[src/common/scan_pkg.sv]
package scan_pkg;

  // Printed register offsets are word indices; byte address is four times.
  localparam logic [31:0] SCAN_STATE_IDX    = 32'h0B00_0192;
  localparam logic [31:0] SETTLE_IDLE_IDX   = 32'h0B00_0194;
  localparam logic [31:0] INTERVAL_IDX      = 32'h0B00_0196;
  localparam logic [31:0] CONTROL_IDX       = 32'h0B00_019A;
  localparam logic [31:0] SCAN_STATE_ADDR   = SCAN_STATE_IDX << 2;
  localparam logic [31:0] SETTLE_IDLE_ADDR  = SETTLE_IDLE_IDX << 2;
  localparam logic [31:0] INTERVAL_ADDR     = INTERVAL_IDX << 2;
  localparam logic [31:0] CONTROL_ADDR      = CONTROL_IDX << 2;

  localparam logic [15:0] REG_RESET         = 16'h0000;
  localparam logic [15:0] SETTLE_IDLE_MASK  = 16'h7C1F;
  localparam logic [15:0] INTERVAL_MASK     = 16'h03FF;
  localparam logic [15:0] CONTROL_MASK      = 16'h8003;

  localparam int SETTLE_LSB   = 0;
  localparam int IDLE_LSB     = 10;
  localparam int LINE_WAIT_W  = 5;
  localparam int GAP_W        = 10;
  localparam int RUN_BIT      = 0;
  localparam int AUTO_BIT     = 1;
  localparam int ENABLE_BIT   = 15;

  localparam int WAIT_W       = 11;
  localparam int LINES        = 8;

  localparam int TICK_NS      = 30000;
  localparam int CLK_PERIOD_NS = 100;
  localparam int TICK_CYCLES  = TICK_NS / CLK_PERIOD_NS;

  localparam logic [1:0] RESP_OKAY   = 2'h0;
  localparam logic [1:0] RESP_SLVERR = 2'h2;

  typedef enum logic [1:0] {
    ST_STOPPED  = 2'b00,
    ST_WAIT_KEY = 2'b01,
    ST_SCAN     = 2'b10,
    ST_GAP      = 2'b11
  } seq_state_t;

endpackage

[src/common/wait_if.sv]
`timescale 1ns/1ps
interface wait_if;
  logic                            start;
  logic [scan_pkg::WAIT_W-1:0]     ticks;
  logic                            tick;
  logic                            done;
  modport seq   (output start, ticks, tick, input done);
  modport timer (input start, ticks, tick, output done);
endinterface

[src/hw/tick_gen.sv]
`timescale 1ns/1ps
module tick_gen #(
  parameter int CYCLES = scan_pkg::TICK_CYCLES
) (
  input  wire logic clk_in,   // System clock.
  input  wire logic rst_in,   // Synchronous reset.
  input  wire logic clear_in, // Restart the tick phase.
  output logic      tick_out  // One-cycle tick pulse.
);
  logic [15:0] cnt_r;

  // Restarting keeps each wait an exact multiple of the tick period.
  always_ff @(posedge clk_in)
  begin
    if (rst_in || clear_in)
    begin
      cnt_r    <= 16'h0000;
      tick_out <= 1'b0;
    end
    else if (cnt_r == 16'(CYCLES - 1))
    begin
      cnt_r    <= 16'h0000;
      tick_out <= 1'b1;
    end
    else
    begin
      cnt_r    <= cnt_r + 16'h0001;
      tick_out <= 1'b0;
    end
  end
endmodule

[src/hw/wait_timer.sv]
`timescale 1ns/1ps
module wait_timer (
  input  wire logic clk_in, // System clock.
  input  wire logic rst_in, // Synchronous reset.
  wait_if.timer     w       // Start, length and done.
);
  logic [scan_pkg::WAIT_W-1:0] count_r;
  logic                        busy_r;
  logic                        done_r;

  assign w.done = done_r;

  always_ff @(posedge clk_in)
  begin
    if (rst_in)
    begin
      count_r <= '0;
      busy_r  <= 1'b0;
      done_r  <= 1'b0;
    end
    else if (w.start)
    begin
      count_r <= w.ticks;
      busy_r  <= 1'b1;
      done_r  <= 1'b0;
    end
    else if (busy_r && w.tick)
    begin
      count_r <= count_r - 1'b1;
      busy_r  <= (count_r != 11'h001);
      done_r  <= (count_r == 11'h001);
    end
    else
      done_r <= 1'b0;
  end
endmodule

[src/hw/scan_timing.sv]
// The implementer's own choice: the AXI4-Lite slave port.
`timescale 1ns/1ps
module scan_timing (
  input  wire logic        clk_in,                 // 10 MHz clock.
  input  wire logic        rst_in,                 // Sync reset, high.
  input  wire logic [31:0] s_axi_awaddr_in,        // Write address.
  input  wire logic        s_axi_awvalid_in,       // Write address valid.
  output logic             s_axi_awready_out,      // Write address ready.
  input  wire logic [31:0] s_axi_wdata_in,         // Write data.
  input  wire logic [3:0]  s_axi_wstrb_in,         // Write strobes.
  input  wire logic        s_axi_wvalid_in,        // Write data valid.
  output logic             s_axi_wready_out,       // Write data ready.
  output logic [1:0]       s_axi_bresp_out,        // Write response.
  output logic             s_axi_bvalid_out,       // Write response valid.
  input  wire logic        s_axi_bready_in,        // Write response ready.
  input  wire logic [31:0] s_axi_araddr_in,        // Read address.
  input  wire logic        s_axi_arvalid_in,       // Read address valid.
  output logic             s_axi_arready_out,      // Read address ready.
  output logic [31:0]      s_axi_rdata_out,        // Read data.
  output logic [1:0]       s_axi_rresp_out,        // Read response.
  output logic             s_axi_rvalid_out,       // Read data valid.
  input  wire logic        s_axi_rready_in,        // Read data ready.
  output logic [7:0]       matrix_drive_line_n_out, // Scan lines, low on.
  input  wire logic [7:0]  matrix_return_line_in,  // Return lines, pin.
  output logic [7:0]       scan_data_out,          // Sampled return bits.
  output logic [2:0]       scan_line_out,          // Line of scan_data.
  output logic             scan_data_valid_out,    // Sample pulse.
  output logic             scan_done_out,          // Full scan pulse.
  output logic [1:0]       sequencer_state_out     // Sequencer state.
);
  localparam logic [2:0] LAST_LINE = 3'(scan_pkg::LINES - 1);

  logic [15:0]             settle_idle_r;
  logic [15:0]             interval_r;
  logic [15:0]             control_r;
  logic                    aw_full_r;
  logic                    w_full_r;
  logic [31:0]             awaddr_r;
  logic [31:0]             wdata_r;
  logic [3:0]              wstrb_r;
  logic                    wr_fire;
  logic                    aw_full_nxt;
  logic                    w_full_nxt;
  logic [7:0]              ret_s1_r;
  logic [7:0]              ret_s2_r;
  scan_pkg::seq_state_t    state_r;
  logic                    idle_phase_r;
  logic [2:0]              line_r;
  logic                    all_up_r;
  logic                    start_r;
  logic [scan_pkg::WAIT_W-1:0] ticks_r;
  logic                    tick;
  logic [4:0]              settle_f;
  logic [4:0]              idle_f;
  logic [9:0]              gap_f;
  logic                    enable;
  logic                    run;
  logic                    auto;

  wait_if tmr ();

  assign tmr.start = start_r;
  assign tmr.ticks = ticks_r;
  assign tmr.tick  = tick;

  tick_gen #(.CYCLES(scan_pkg::TICK_CYCLES)) u_tick (
    .clk_in   (clk_in),
    .rst_in   (rst_in),
    .clear_in (start_r),
    .tick_out (tick)
  );

  wait_timer u_timer (
    .clk_in (clk_in),
    .rst_in (rst_in),
    .w      (tmr)
  );

  assign settle_f = settle_idle_r[scan_pkg::SETTLE_LSB +: 5];
  assign idle_f   = settle_idle_r[scan_pkg::IDLE_LSB +: 5];
  assign gap_f    = interval_r[scan_pkg::GAP_W-1:0];
  assign enable   = control_r[scan_pkg::ENABLE_BIT];
  assign run      = control_r[scan_pkg::RUN_BIT];
  assign auto     = control_r[scan_pkg::AUTO_BIT];

  // Byte lanes 0 and 1 carry the 16-bit registers; writable masks keep
  // reserved bits at zero.
  function automatic logic [15:0] merge(input logic [15:0] old,
                                        input logic [31:0] data,
                                        input logic [3:0]  strb,
                                        input logic [15:0] mask);
    logic [15:0] val;
    val = old;
    if (strb[0])
      val[7:0] = data[7:0];
    if (strb[1])
      val[15:8] = data[15:8];
    return val & mask;
  endfunction

  function automatic logic mapped(input logic [31:0] addr);
    return (addr == scan_pkg::SCAN_STATE_ADDR) ||
           (addr == scan_pkg::SETTLE_IDLE_ADDR) ||
           (addr == scan_pkg::INTERVAL_ADDR) ||
           (addr == scan_pkg::CONTROL_ADDR);
  endfunction

  // Write channel: address and data are taken in either order and the
  // register is written one cycle after both are held.
  assign wr_fire     = aw_full_r && w_full_r && !s_axi_bvalid_out;
  assign aw_full_nxt = (aw_full_r || (s_axi_awvalid_in && s_axi_awready_out))
                       && !wr_fire;
  assign w_full_nxt  = (w_full_r || (s_axi_wvalid_in && s_axi_wready_out))
                       && !wr_fire;

  always_ff @(posedge clk_in)
  begin
    if (rst_in)
    begin
      aw_full_r         <= 1'b0;
      w_full_r          <= 1'b0;
      s_axi_awready_out <= 1'b1;
      s_axi_wready_out  <= 1'b1;
      awaddr_r          <= 32'h0000_0000;
      wdata_r           <= 32'h0000_0000;
      wstrb_r           <= 4'h0;
    end
    else
    begin
      aw_full_r         <= aw_full_nxt;
      w_full_r          <= w_full_nxt;
      s_axi_awready_out <= !aw_full_nxt;
      s_axi_wready_out  <= !w_full_nxt;
      if (s_axi_awvalid_in && s_axi_awready_out)
        awaddr_r <= s_axi_awaddr_in;
      if (s_axi_wvalid_in && s_axi_wready_out)
      begin
        wdata_r <= s_axi_wdata_in;
        wstrb_r <= s_axi_wstrb_in;
      end
    end
  end

  always_ff @(posedge clk_in)
  begin
    if (rst_in)
    begin
      s_axi_bvalid_out <= 1'b0;
      s_axi_bresp_out  <= scan_pkg::RESP_OKAY;
    end
    else if (wr_fire)
    begin
      s_axi_bvalid_out <= 1'b1;
      s_axi_bresp_out  <= mapped(awaddr_r) ? scan_pkg::RESP_OKAY
                                            : scan_pkg::RESP_SLVERR;
    end
    else if (s_axi_bready_in)
      s_axi_bvalid_out <= 1'b0;
  end

  always_ff @(posedge clk_in)
  begin
    if (rst_in)
    begin
      settle_idle_r <= scan_pkg::REG_RESET;
      interval_r    <= scan_pkg::REG_RESET;
      control_r     <= scan_pkg::REG_RESET;
    end
    else if (wr_fire)
    begin
      if (awaddr_r == scan_pkg::SETTLE_IDLE_ADDR)
        settle_idle_r <= merge(settle_idle_r, wdata_r, wstrb_r,
                               scan_pkg::SETTLE_IDLE_MASK);
      if (awaddr_r == scan_pkg::INTERVAL_ADDR)
        interval_r <= merge(interval_r, wdata_r, wstrb_r,
                            scan_pkg::INTERVAL_MASK);
      if (awaddr_r == scan_pkg::CONTROL_ADDR)
        control_r <= merge(control_r, wdata_r, wstrb_r,
                           scan_pkg::CONTROL_MASK);
    end
  end

  // Read channel: one read at a time, data one cycle after the address.
  always_ff @(posedge clk_in)
  begin
    if (rst_in)
    begin
      s_axi_arready_out <= 1'b1;
      s_axi_rvalid_out  <= 1'b0;
      s_axi_rdata_out   <= 32'h0000_0000;
      s_axi_rresp_out   <= scan_pkg::RESP_OKAY;
    end
    else if (s_axi_arvalid_in && s_axi_arready_out)
    begin
      s_axi_arready_out <= 1'b0;
      s_axi_rvalid_out  <= 1'b1;
      s_axi_rresp_out   <= mapped(s_axi_araddr_in) ? scan_pkg::RESP_OKAY
                                                    : scan_pkg::RESP_SLVERR;
      unique case (s_axi_araddr_in)
        scan_pkg::SCAN_STATE_ADDR:
          s_axi_rdata_out <= {30'h0000_0000, state_r};
        scan_pkg::SETTLE_IDLE_ADDR:
          s_axi_rdata_out <= {16'h0000, settle_idle_r};
        scan_pkg::INTERVAL_ADDR:
          s_axi_rdata_out <= {16'h0000, interval_r};
        scan_pkg::CONTROL_ADDR:
          s_axi_rdata_out <= {16'h0000, control_r};
        default:
          s_axi_rdata_out <= 32'h0000_0000;
      endcase
    end
    else if (s_axi_rvalid_out && s_axi_rready_in)
    begin
      s_axi_rvalid_out  <= 1'b0;
      s_axi_arready_out <= 1'b1;
    end
  end

  // Return lines come from pins; only the second stage is read.
  always_ff @(posedge clk_in)
  begin
    if (rst_in)
    begin
      ret_s1_r <= 8'hFF;
      ret_s2_r <= 8'hFF;
    end
    else
    begin
      ret_s1_r <= matrix_return_line_in;
      ret_s2_r <= ret_s1_r;
    end
  end

  // Zero line fields are forbidden to software; they still give one tick
  // here rather than hanging the sequencer.
  always_ff @(posedge clk_in)
  begin
    if (rst_in || !enable)
    begin
      state_r                 <= scan_pkg::ST_STOPPED;
      idle_phase_r            <= 1'b0;
      line_r                  <= 3'h0;
      all_up_r                <= 1'b1;
      start_r                 <= 1'b0;
      ticks_r                 <= '0;
      matrix_drive_line_n_out <= 8'hFF;
      scan_data_out           <= 8'hFF;
      scan_line_out           <= 3'h0;
      scan_data_valid_out     <= 1'b0;
      scan_done_out           <= 1'b0;
    end
    else
    begin
      start_r             <= 1'b0;
      scan_data_valid_out <= 1'b0;
      scan_done_out       <= 1'b0;
      unique case (state_r)
        scan_pkg::ST_STOPPED, scan_pkg::ST_WAIT_KEY:
        begin
          // Waiting drives every line low, so that any press pulls a return.
          matrix_drive_line_n_out <= (run && auto) ? 8'h00 : 8'hFF;
          if (!run)
            state_r <= scan_pkg::ST_STOPPED;
          else if (!auto || (state_r == scan_pkg::ST_WAIT_KEY &&
                             ret_s2_r != 8'hFF))
          begin
            state_r                 <= scan_pkg::ST_SCAN;
            line_r                  <= 3'h0;
            idle_phase_r            <= 1'b0;
            all_up_r                <= 1'b1;
            matrix_drive_line_n_out <= 8'hFE;
            start_r                 <= 1'b1;
            ticks_r                 <= 11'(settle_f) + 11'h001;
          end
          else
            state_r <= scan_pkg::ST_WAIT_KEY;
        end
        scan_pkg::ST_SCAN:
        begin
          if (tmr.done && !idle_phase_r)
          begin
            scan_data_out           <= ret_s2_r;
            scan_line_out           <= line_r;
            scan_data_valid_out     <= 1'b1;
            all_up_r                <= all_up_r && (ret_s2_r == 8'hFF);
            matrix_drive_line_n_out <= 8'hFF;
            idle_phase_r            <= 1'b1;
            start_r                 <= 1'b1;
            ticks_r                 <= 11'(idle_f) + 11'h001;
          end
          else if (tmr.done && line_r != LAST_LINE)
          begin
            line_r                  <= line_r + 3'h1;
            matrix_drive_line_n_out <= ~(8'h01 << (line_r + 3'h1));
            idle_phase_r            <= 1'b0;
            start_r                 <= 1'b1;
            ticks_r                 <= 11'(settle_f) + 11'h001;
          end
          else if (tmr.done)
          begin
            scan_done_out <= 1'b1;
            idle_phase_r  <= 1'b0;
            line_r        <= 3'h0;
            if (!run)
              state_r <= scan_pkg::ST_STOPPED;
            else if (auto && all_up_r)
              state_r <= scan_pkg::ST_WAIT_KEY;
            else if (gap_f == 10'h000)
            begin
              all_up_r                <= 1'b1;
              matrix_drive_line_n_out <= 8'hFE;
              start_r                 <= 1'b1;
              ticks_r                 <= 11'(settle_f) + 11'h001;
            end
            else
            begin
              state_r <= scan_pkg::ST_GAP;
              start_r <= 1'b1;
              ticks_r <= 11'(gap_f);
            end
          end
        end
        scan_pkg::ST_GAP:
        begin
          if (tmr.done && !run)
            state_r <= scan_pkg::ST_STOPPED;
          else if (tmr.done)
          begin
            state_r                 <= scan_pkg::ST_SCAN;
            all_up_r                <= 1'b1;
            matrix_drive_line_n_out <= 8'hFE;
            start_r                 <= 1'b1;
            ticks_r                 <= 11'(settle_f) + 11'h001;
          end
        end
      endcase
    end
  end

  always_ff @(posedge clk_in)
  begin
    if (rst_in)
      sequencer_state_out <= 2'b00;
    else
      sequencer_state_out <= state_r;
  end

endmodule

[config.mk]
export PLATFORM = sky130hd
export DESIGN_NAME = scan_timing
export DESIGN_NICKNAME = d
export VERILOG_FILES = /design/src/common/scan_pkg.sv /design/src/common/wait_if.sv /design/src/hw/tick_gen.sv /design/src/hw/wait_timer.sv /design/src/hw/scan_timing.sv
export SDC_FILE = /design/constraint.sdc
export NUM_CORES = 1
export LEC_CHECK = 0
export BUFFER_PORTS_ARGS = -buffer_cell sky130_fd_sc_hd__clkbuf_2
export CAP_MARGIN = 20
export CORE_AREA = 3 3 125 127
export CTS_BUF_LIST = sky130_fd_sc_hd__clkbuf_4 sky130_fd_sc_hd__clkbuf_8
export CTS_CLUSTER_SIZE = 28
export DETAILED_ROUTE_END_ITERATION = 7
export DIE_AREA = 0 0 128 130
export PLACE_DENSITY = 0.8
export SYNTH_ARGS = -nofsm -noshare
export SYNTH_HDL_FRONTEND = slang
export SYNTH_SLANG_ARGS = --single-unit
export TNS_END_PERCENT = 5
[constraint.sdc]
create_clock -name clk_in -period 2.4 [get_ports clk_in]
set_input_delay 0.6 -clock clk_in [delete_from_list [all_inputs] [get_ports clk_in]]
set_output_delay 0.6 -clock clk_in [all_outputs]
set_load 0.02 [all_outputs]
# After elaboration in Yosys (flattened, before gate mapping)
# Index checks and enable logic that the tools add are counted.
# word_totals
regBits	204
input_bits	115
out_inout_bits	64
elab_cells	224
# op_classes
add_sub_neg	5
n_eq_ne	36
shifts	1
muxes	82
bitwise_logic	3
reduce_logical	59
# ops
operator	n
$eq A32 B30 Y1 const B	8
$mux W11	11
$mux W8	11
$pmux W16 S4	1
$mux W1	34
$pmux W11 S3	1
$mux W2	12
$pmux W8 S3	1
$reduce_and A3 Y1	6
$add A16 B1 Y16 const B	1
$eq A16 B9 Y1 const B	1
$logic_and A1 B1 Y1	16
$ne A4 B4 Y1 const B	4
$mux W3	5
$ne A3 B3 Y1 const B	5
$add A5 B1 Y6 const B	2
$eq A11 B1 Y1 const B	1
$logic_or A1 B1 Y1	11
$ne A11 B1 Y1 const B	1
$sub A11 B1 Y11 const B	1
$logic_not A10 Y1	1
$mux W10	1
$ne A2 B2 Y1 const B	5
$reduce_and A5 Y1	2
other kinds (26)	44

# Depth between registers and ports, before layout
# depth
depth_word	8
depth_mapped	8
depth_no_buf	7

# Modules after synthesis
# Synthesis repeated with hierarchy kept, for this count alone.
# hier_totals
hier_cells	895
area_unflattened_um2	7988.9
# by_module_without_submodules
mod	n_inst	cells_per_inst	area_each_um2	seq_area_each_um2
scan_timing	1	726	6439.9	3103.0
tick_gen	1	82	794.5	340.3
wait_timer	1	87	754.5	260.2

# Worst setup path after synthesis
# OpenSTA, ideal clock, no wires.
# synth_path
path_type	input to register
from	input port s_axi_araddr_in[17]
to	register s_axi_rdata_out[8]
setup_time_ns	0.070
t_arrival_ns	1.685
required_ns	2.330
slack_ns	0.645
cell_stages	6
n_path_buf	1
cell_sequence	nor4_1 > nand4_1 > nor3_2 > buf_4 > nand4_1 > a21oi_1
# synth_between
elab_chain_cells	2
elab_cells_between_ends	5
cone_classes	4 x eq/ne; 1 x mux
# synth_lines
element	line_no	source
start, declared	scan_timing.sv:16	input wire logic [31:0] s_axi_araddr_in,
$eq A32 B30 Y1	scan_timing.sv:199	unique case (s_axi_araddr_in)
$pmux W16 S4 (*)	scan_timing.sv:199	
end signal, assigned	scan_timing.sv:201	s_axi_rdata_out <= {30'h0000_0000, state_r};
end signal, assigned	scan_timing.sv:203	s_axi_rdata_out <= {16'h0000, settle_idle_r};
end signal, assigned	scan_timing.sv:205	s_axi_rdata_out <= {16'h0000, interval_r};
end, declared	scan_timing.sv:19	output logic [31:0] s_axi_rdata_out,
# Mark *: on every way between the ends. The rest lies on a longest branch, timed or not.
# A chain may end at the register's enable or synchronous reset.

# Worst setup path in the final report
# layout_path
from	register line_r[0]
to	register ticks_r[2] in the netlist's numbering
# layout_between
elab_chain_cells	5
elab_cells_between_ends	9
cone_classes	4 x eq/ne; 3 x mux; 2 x reduce/logical
# layout_lines
element	line_no	source
start, declared	scan_timing.sv:48	logic [2:0] line_r;
start signal, assigned	scan_timing.sv:293	line_r <= line_r + 3'h1;
$ne A3 B3 Y1 (*)	scan_timing.sv:291	else if (tmr.done && line_r != LAST_LINE)
$logic_and A1 B1 Y1 (*)	scan_timing.sv:291	
$mux W11	scan_timing.sv:291	
$mux W11	scan_timing.sv:280	if (tmr.done && !idle_phase_r)
$pmux W11 S3	scan_timing.sv:257	unique case (state_r)
end signal, assigned	scan_timing.sv:273	ticks_r <= 11'(settle_f) + 11'h001;
end signal, assigned	scan_timing.sv:289	ticks_r <= 11'(idle_f) + 11'h001;
end signal, assigned	scan_timing.sv:297	ticks_r <= 11'(settle_f) + 11'h001;
end, declared	scan_timing.sv:51	logic [scan_pkg::WAIT_W-1:0] ticks_r;
# Marked as above.

==> reports/metrics.yaml <==
cts_buffer_depth: 2
hold_class: "primary input to flop"
first_global_vias: 5995
antenna_found_initial: 0
synth_area_sq_um: 7920
synth_edf_count: 0
area_delta_synth_final_pct: 15.0
via_count: 6657
cts_buffers: 17
postCtsSetupBuffers: 0
arrival_ps: 2420
synth_cell_types: 70
slew_headroom: 0.597
synth_warnings: 0
synth_top_area_share: 0.467
die_y_um: 130
p_leak_nw: 3.86
dieWidth_um: 128
ys_seq_elements: 185
netlist_instances: 913
gp_routability_congestion: 0.883
synth_flop_cell: "dfxtp_1"
path_clk_slew_ps: 90
rsz0062_at_grt: "no"
start_kind: "flop"
drt-initial-drc-count: 474
avgSynthCellArea_sq_um: 8.68
criticalPathCategory: "flop to flop"
rows: 44
wl_per_cell_um: 14.0
cts_tree: "done"
ioPinCount: 179
drtAntennaViolNets: 0
die_area_sq_um: 16600
path_cells: "ha_1, ha_1, and2b_1, a21oi_1, a21oi_1, a221oi_1, a21oi_1"
drt-total-wl_um: 17300
hold_viol: 0
crit_required_ps: 2760
critPathSlowestCell: "dfxtp_1"
finClkSkew_ps: 8.09
clock_latency_ps: 470
cp_slowest_stage_delay_ps: 450
grt_max_degree: 57
power_density_nw_per_um2: 620
synth_area_leaders: "dfxtp_1, nand2_1, a21oi_1, mux2i_1, nor2_1"
yosys.area.top_type: "dfxtp_1"
finalPower_w: 0.00565
cpMostUsedCell: "a21oi_1"
slew_violations: 0
dr.pass1.iters: 5
max_clock_freq_mhz: 484
io_buffer_count: 142
vdd_ir_drop_max_v: 0.000385
drive_above_1_share: 0.217
critPathTopFamily: "compound AO/OA/AOI/OAI gates"
critPathCaptureType: "flop"
crit_fanout: 7
clock-sinks: 185
h-tree-depth: 4
min_period_ps: 2070
ys_async_sr_fraction: 0
overflow: 0
drc_errors: 0
max_cap_viol_count: 0
diodes: 0
cts-root-buf: "clkbuf_8"
grt_first_pass_wirelength_um: 27900
initial_core_util: 0.545
tns_ps: 0
vias_per_cell: 5.38
globalRouteTotalUtil: 0.208
holdBufCountCts: 0
setup_violations: 0
core_area_sq_um: 14500
worst_slew_pin_slew_ps: 604
hpwl_um: 12700
cp_num_buf_inv: 0
nets: 1167
status: "finished clean"
final_min_period_over_clock_period: 0.861
cts-resized-gates: 0
ys_seq_area_frac: 0.467
[final cells by class]
class | instances | area [sq um]
multi-input combinational | 663 | 3890
sequential | 185 | 3700
inverter | 16 | 60.1
clock inverter | 10 | 121
tap | 184 | 230
timing repair buffer | 158 | 833
clock buffer | 22 | 278
fill | 1274 | 5420
[final timing paths]
check	startpoint	to	slack [ps]	cells past startpoint
max	line_r[0]$_SDFFE_PP0P_	ticks_r[2]$_SDFFE_PP0P_	330	7
min	matrix_return_line_in[2]	ret_s1_r[2]$_SDFF_PP1_	310	2
max reg2reg	line_r[0]$_SDFFE_PP0P_	ticks_r[2]$_SDFFE_PP0P_	330	7
min reg2reg	ret_s1_r[2]$_SDFF_PP1_	ret_s2_r[2]$_SDFF_PP1_	410	1
[kinds of logic after synthesis]
logic type | count (synthesis) | synth area share
XOR/XNOR | 30 | 0.0332
AND/OR/NAND/NOR | 410 | 0.265
other | 1 | 0.000473
adder cells (fa/ha/maj) | 11 | 0.0174
AO/OA/AOI/OAI | 159 | 0.122
multiplexers | 35 | 0.0442
buffers and inverters | 82 | 0.0501
flip-flops | 185 | 0.467
[flip-flops by register name, summed over array words and instances, names as in the netlist, 8 cells and up]
register,count
wdata_r,16
u_timer.count_r,11
ticks_r,10
ret_s1_r,8
s_axi_rdata_out,16
interval_r,10
u_tick.cnt_r,16
matrix_drive_line_n_out,8
settle_idle_r,10
ret_s2_r,8
awaddr_r,32
scan_data_out,8
[report_power, final]
part / internal (W) / total [W] / switching, W
clock: 0.00100 / 0.00207 / 0.00107
sequential: 0.00315 / 0.00320 / 0.0000513
combinational: 0.000153 / 0.000375 / 0.000222
[cells in the mapped netlist (9+ instances only)]
library cell    n
clkbuf_1       36
nor3_1          9
xnor2_1        11
nor2_1         74
nor4_1          9
mux2i_1        35
nand2b_1       17
nand2_1       168
buf_4          19
nand4_1        16
inv_1          15
nand3_1        34
or2_2          17
dfxtp_1       185
o21ai_0        13
a21oi_1        91
ha_1           11
xor2_1         19
[per-layer routing]
metal | routed length (um) | GRT usage | up-vias
met5 | 0 | 0 | -
met4 | 263 | 0.0680 | 0
met3 | 979 | 0.0544 | 23
met2 | 8240 | 0.338 | 183
met1 | 7820 | 0.272 | 3095
li1 | - | - | 3356
[layout by cell type, fill, tap and decap left out, types with 9 or more instances in the layout]
cell type  netlist  final
nand4_1         16     16
clkbuf_8         0     18
a21oi_1         91     91
nand2_1        168    168
o21ai_0         13     13
ha_1            11     11
nor2_1          74     74
dfxtp_1        185    185
clkbuf_2         0    141
mux2i_1         35     35
or2_2           17     17
nor4_1           9      9
buf_4           19     17
nor3_1           9      9
conb_1           1     18
inv_1           15     15
xor2_1          19     19
nand3_1         34     34
xnor2_1         11     11
nand2b_1        17     17
[per-stage QoR]
stage	cells	util	worst slack [ps]	hold WS [ps]	instance area, sq um
global placement	1206	0.600	390	392	8710
finish	1238	0.627	335	312	9110
detailed placement	1206	0.600	374	396	8710
CTS	1238	0.627	353	276	9110
floorplan	930	-	645	389	7990
global route	1238	0.627	191	287	9110
No activity file was read; power rests on OpenSTA's default activity.
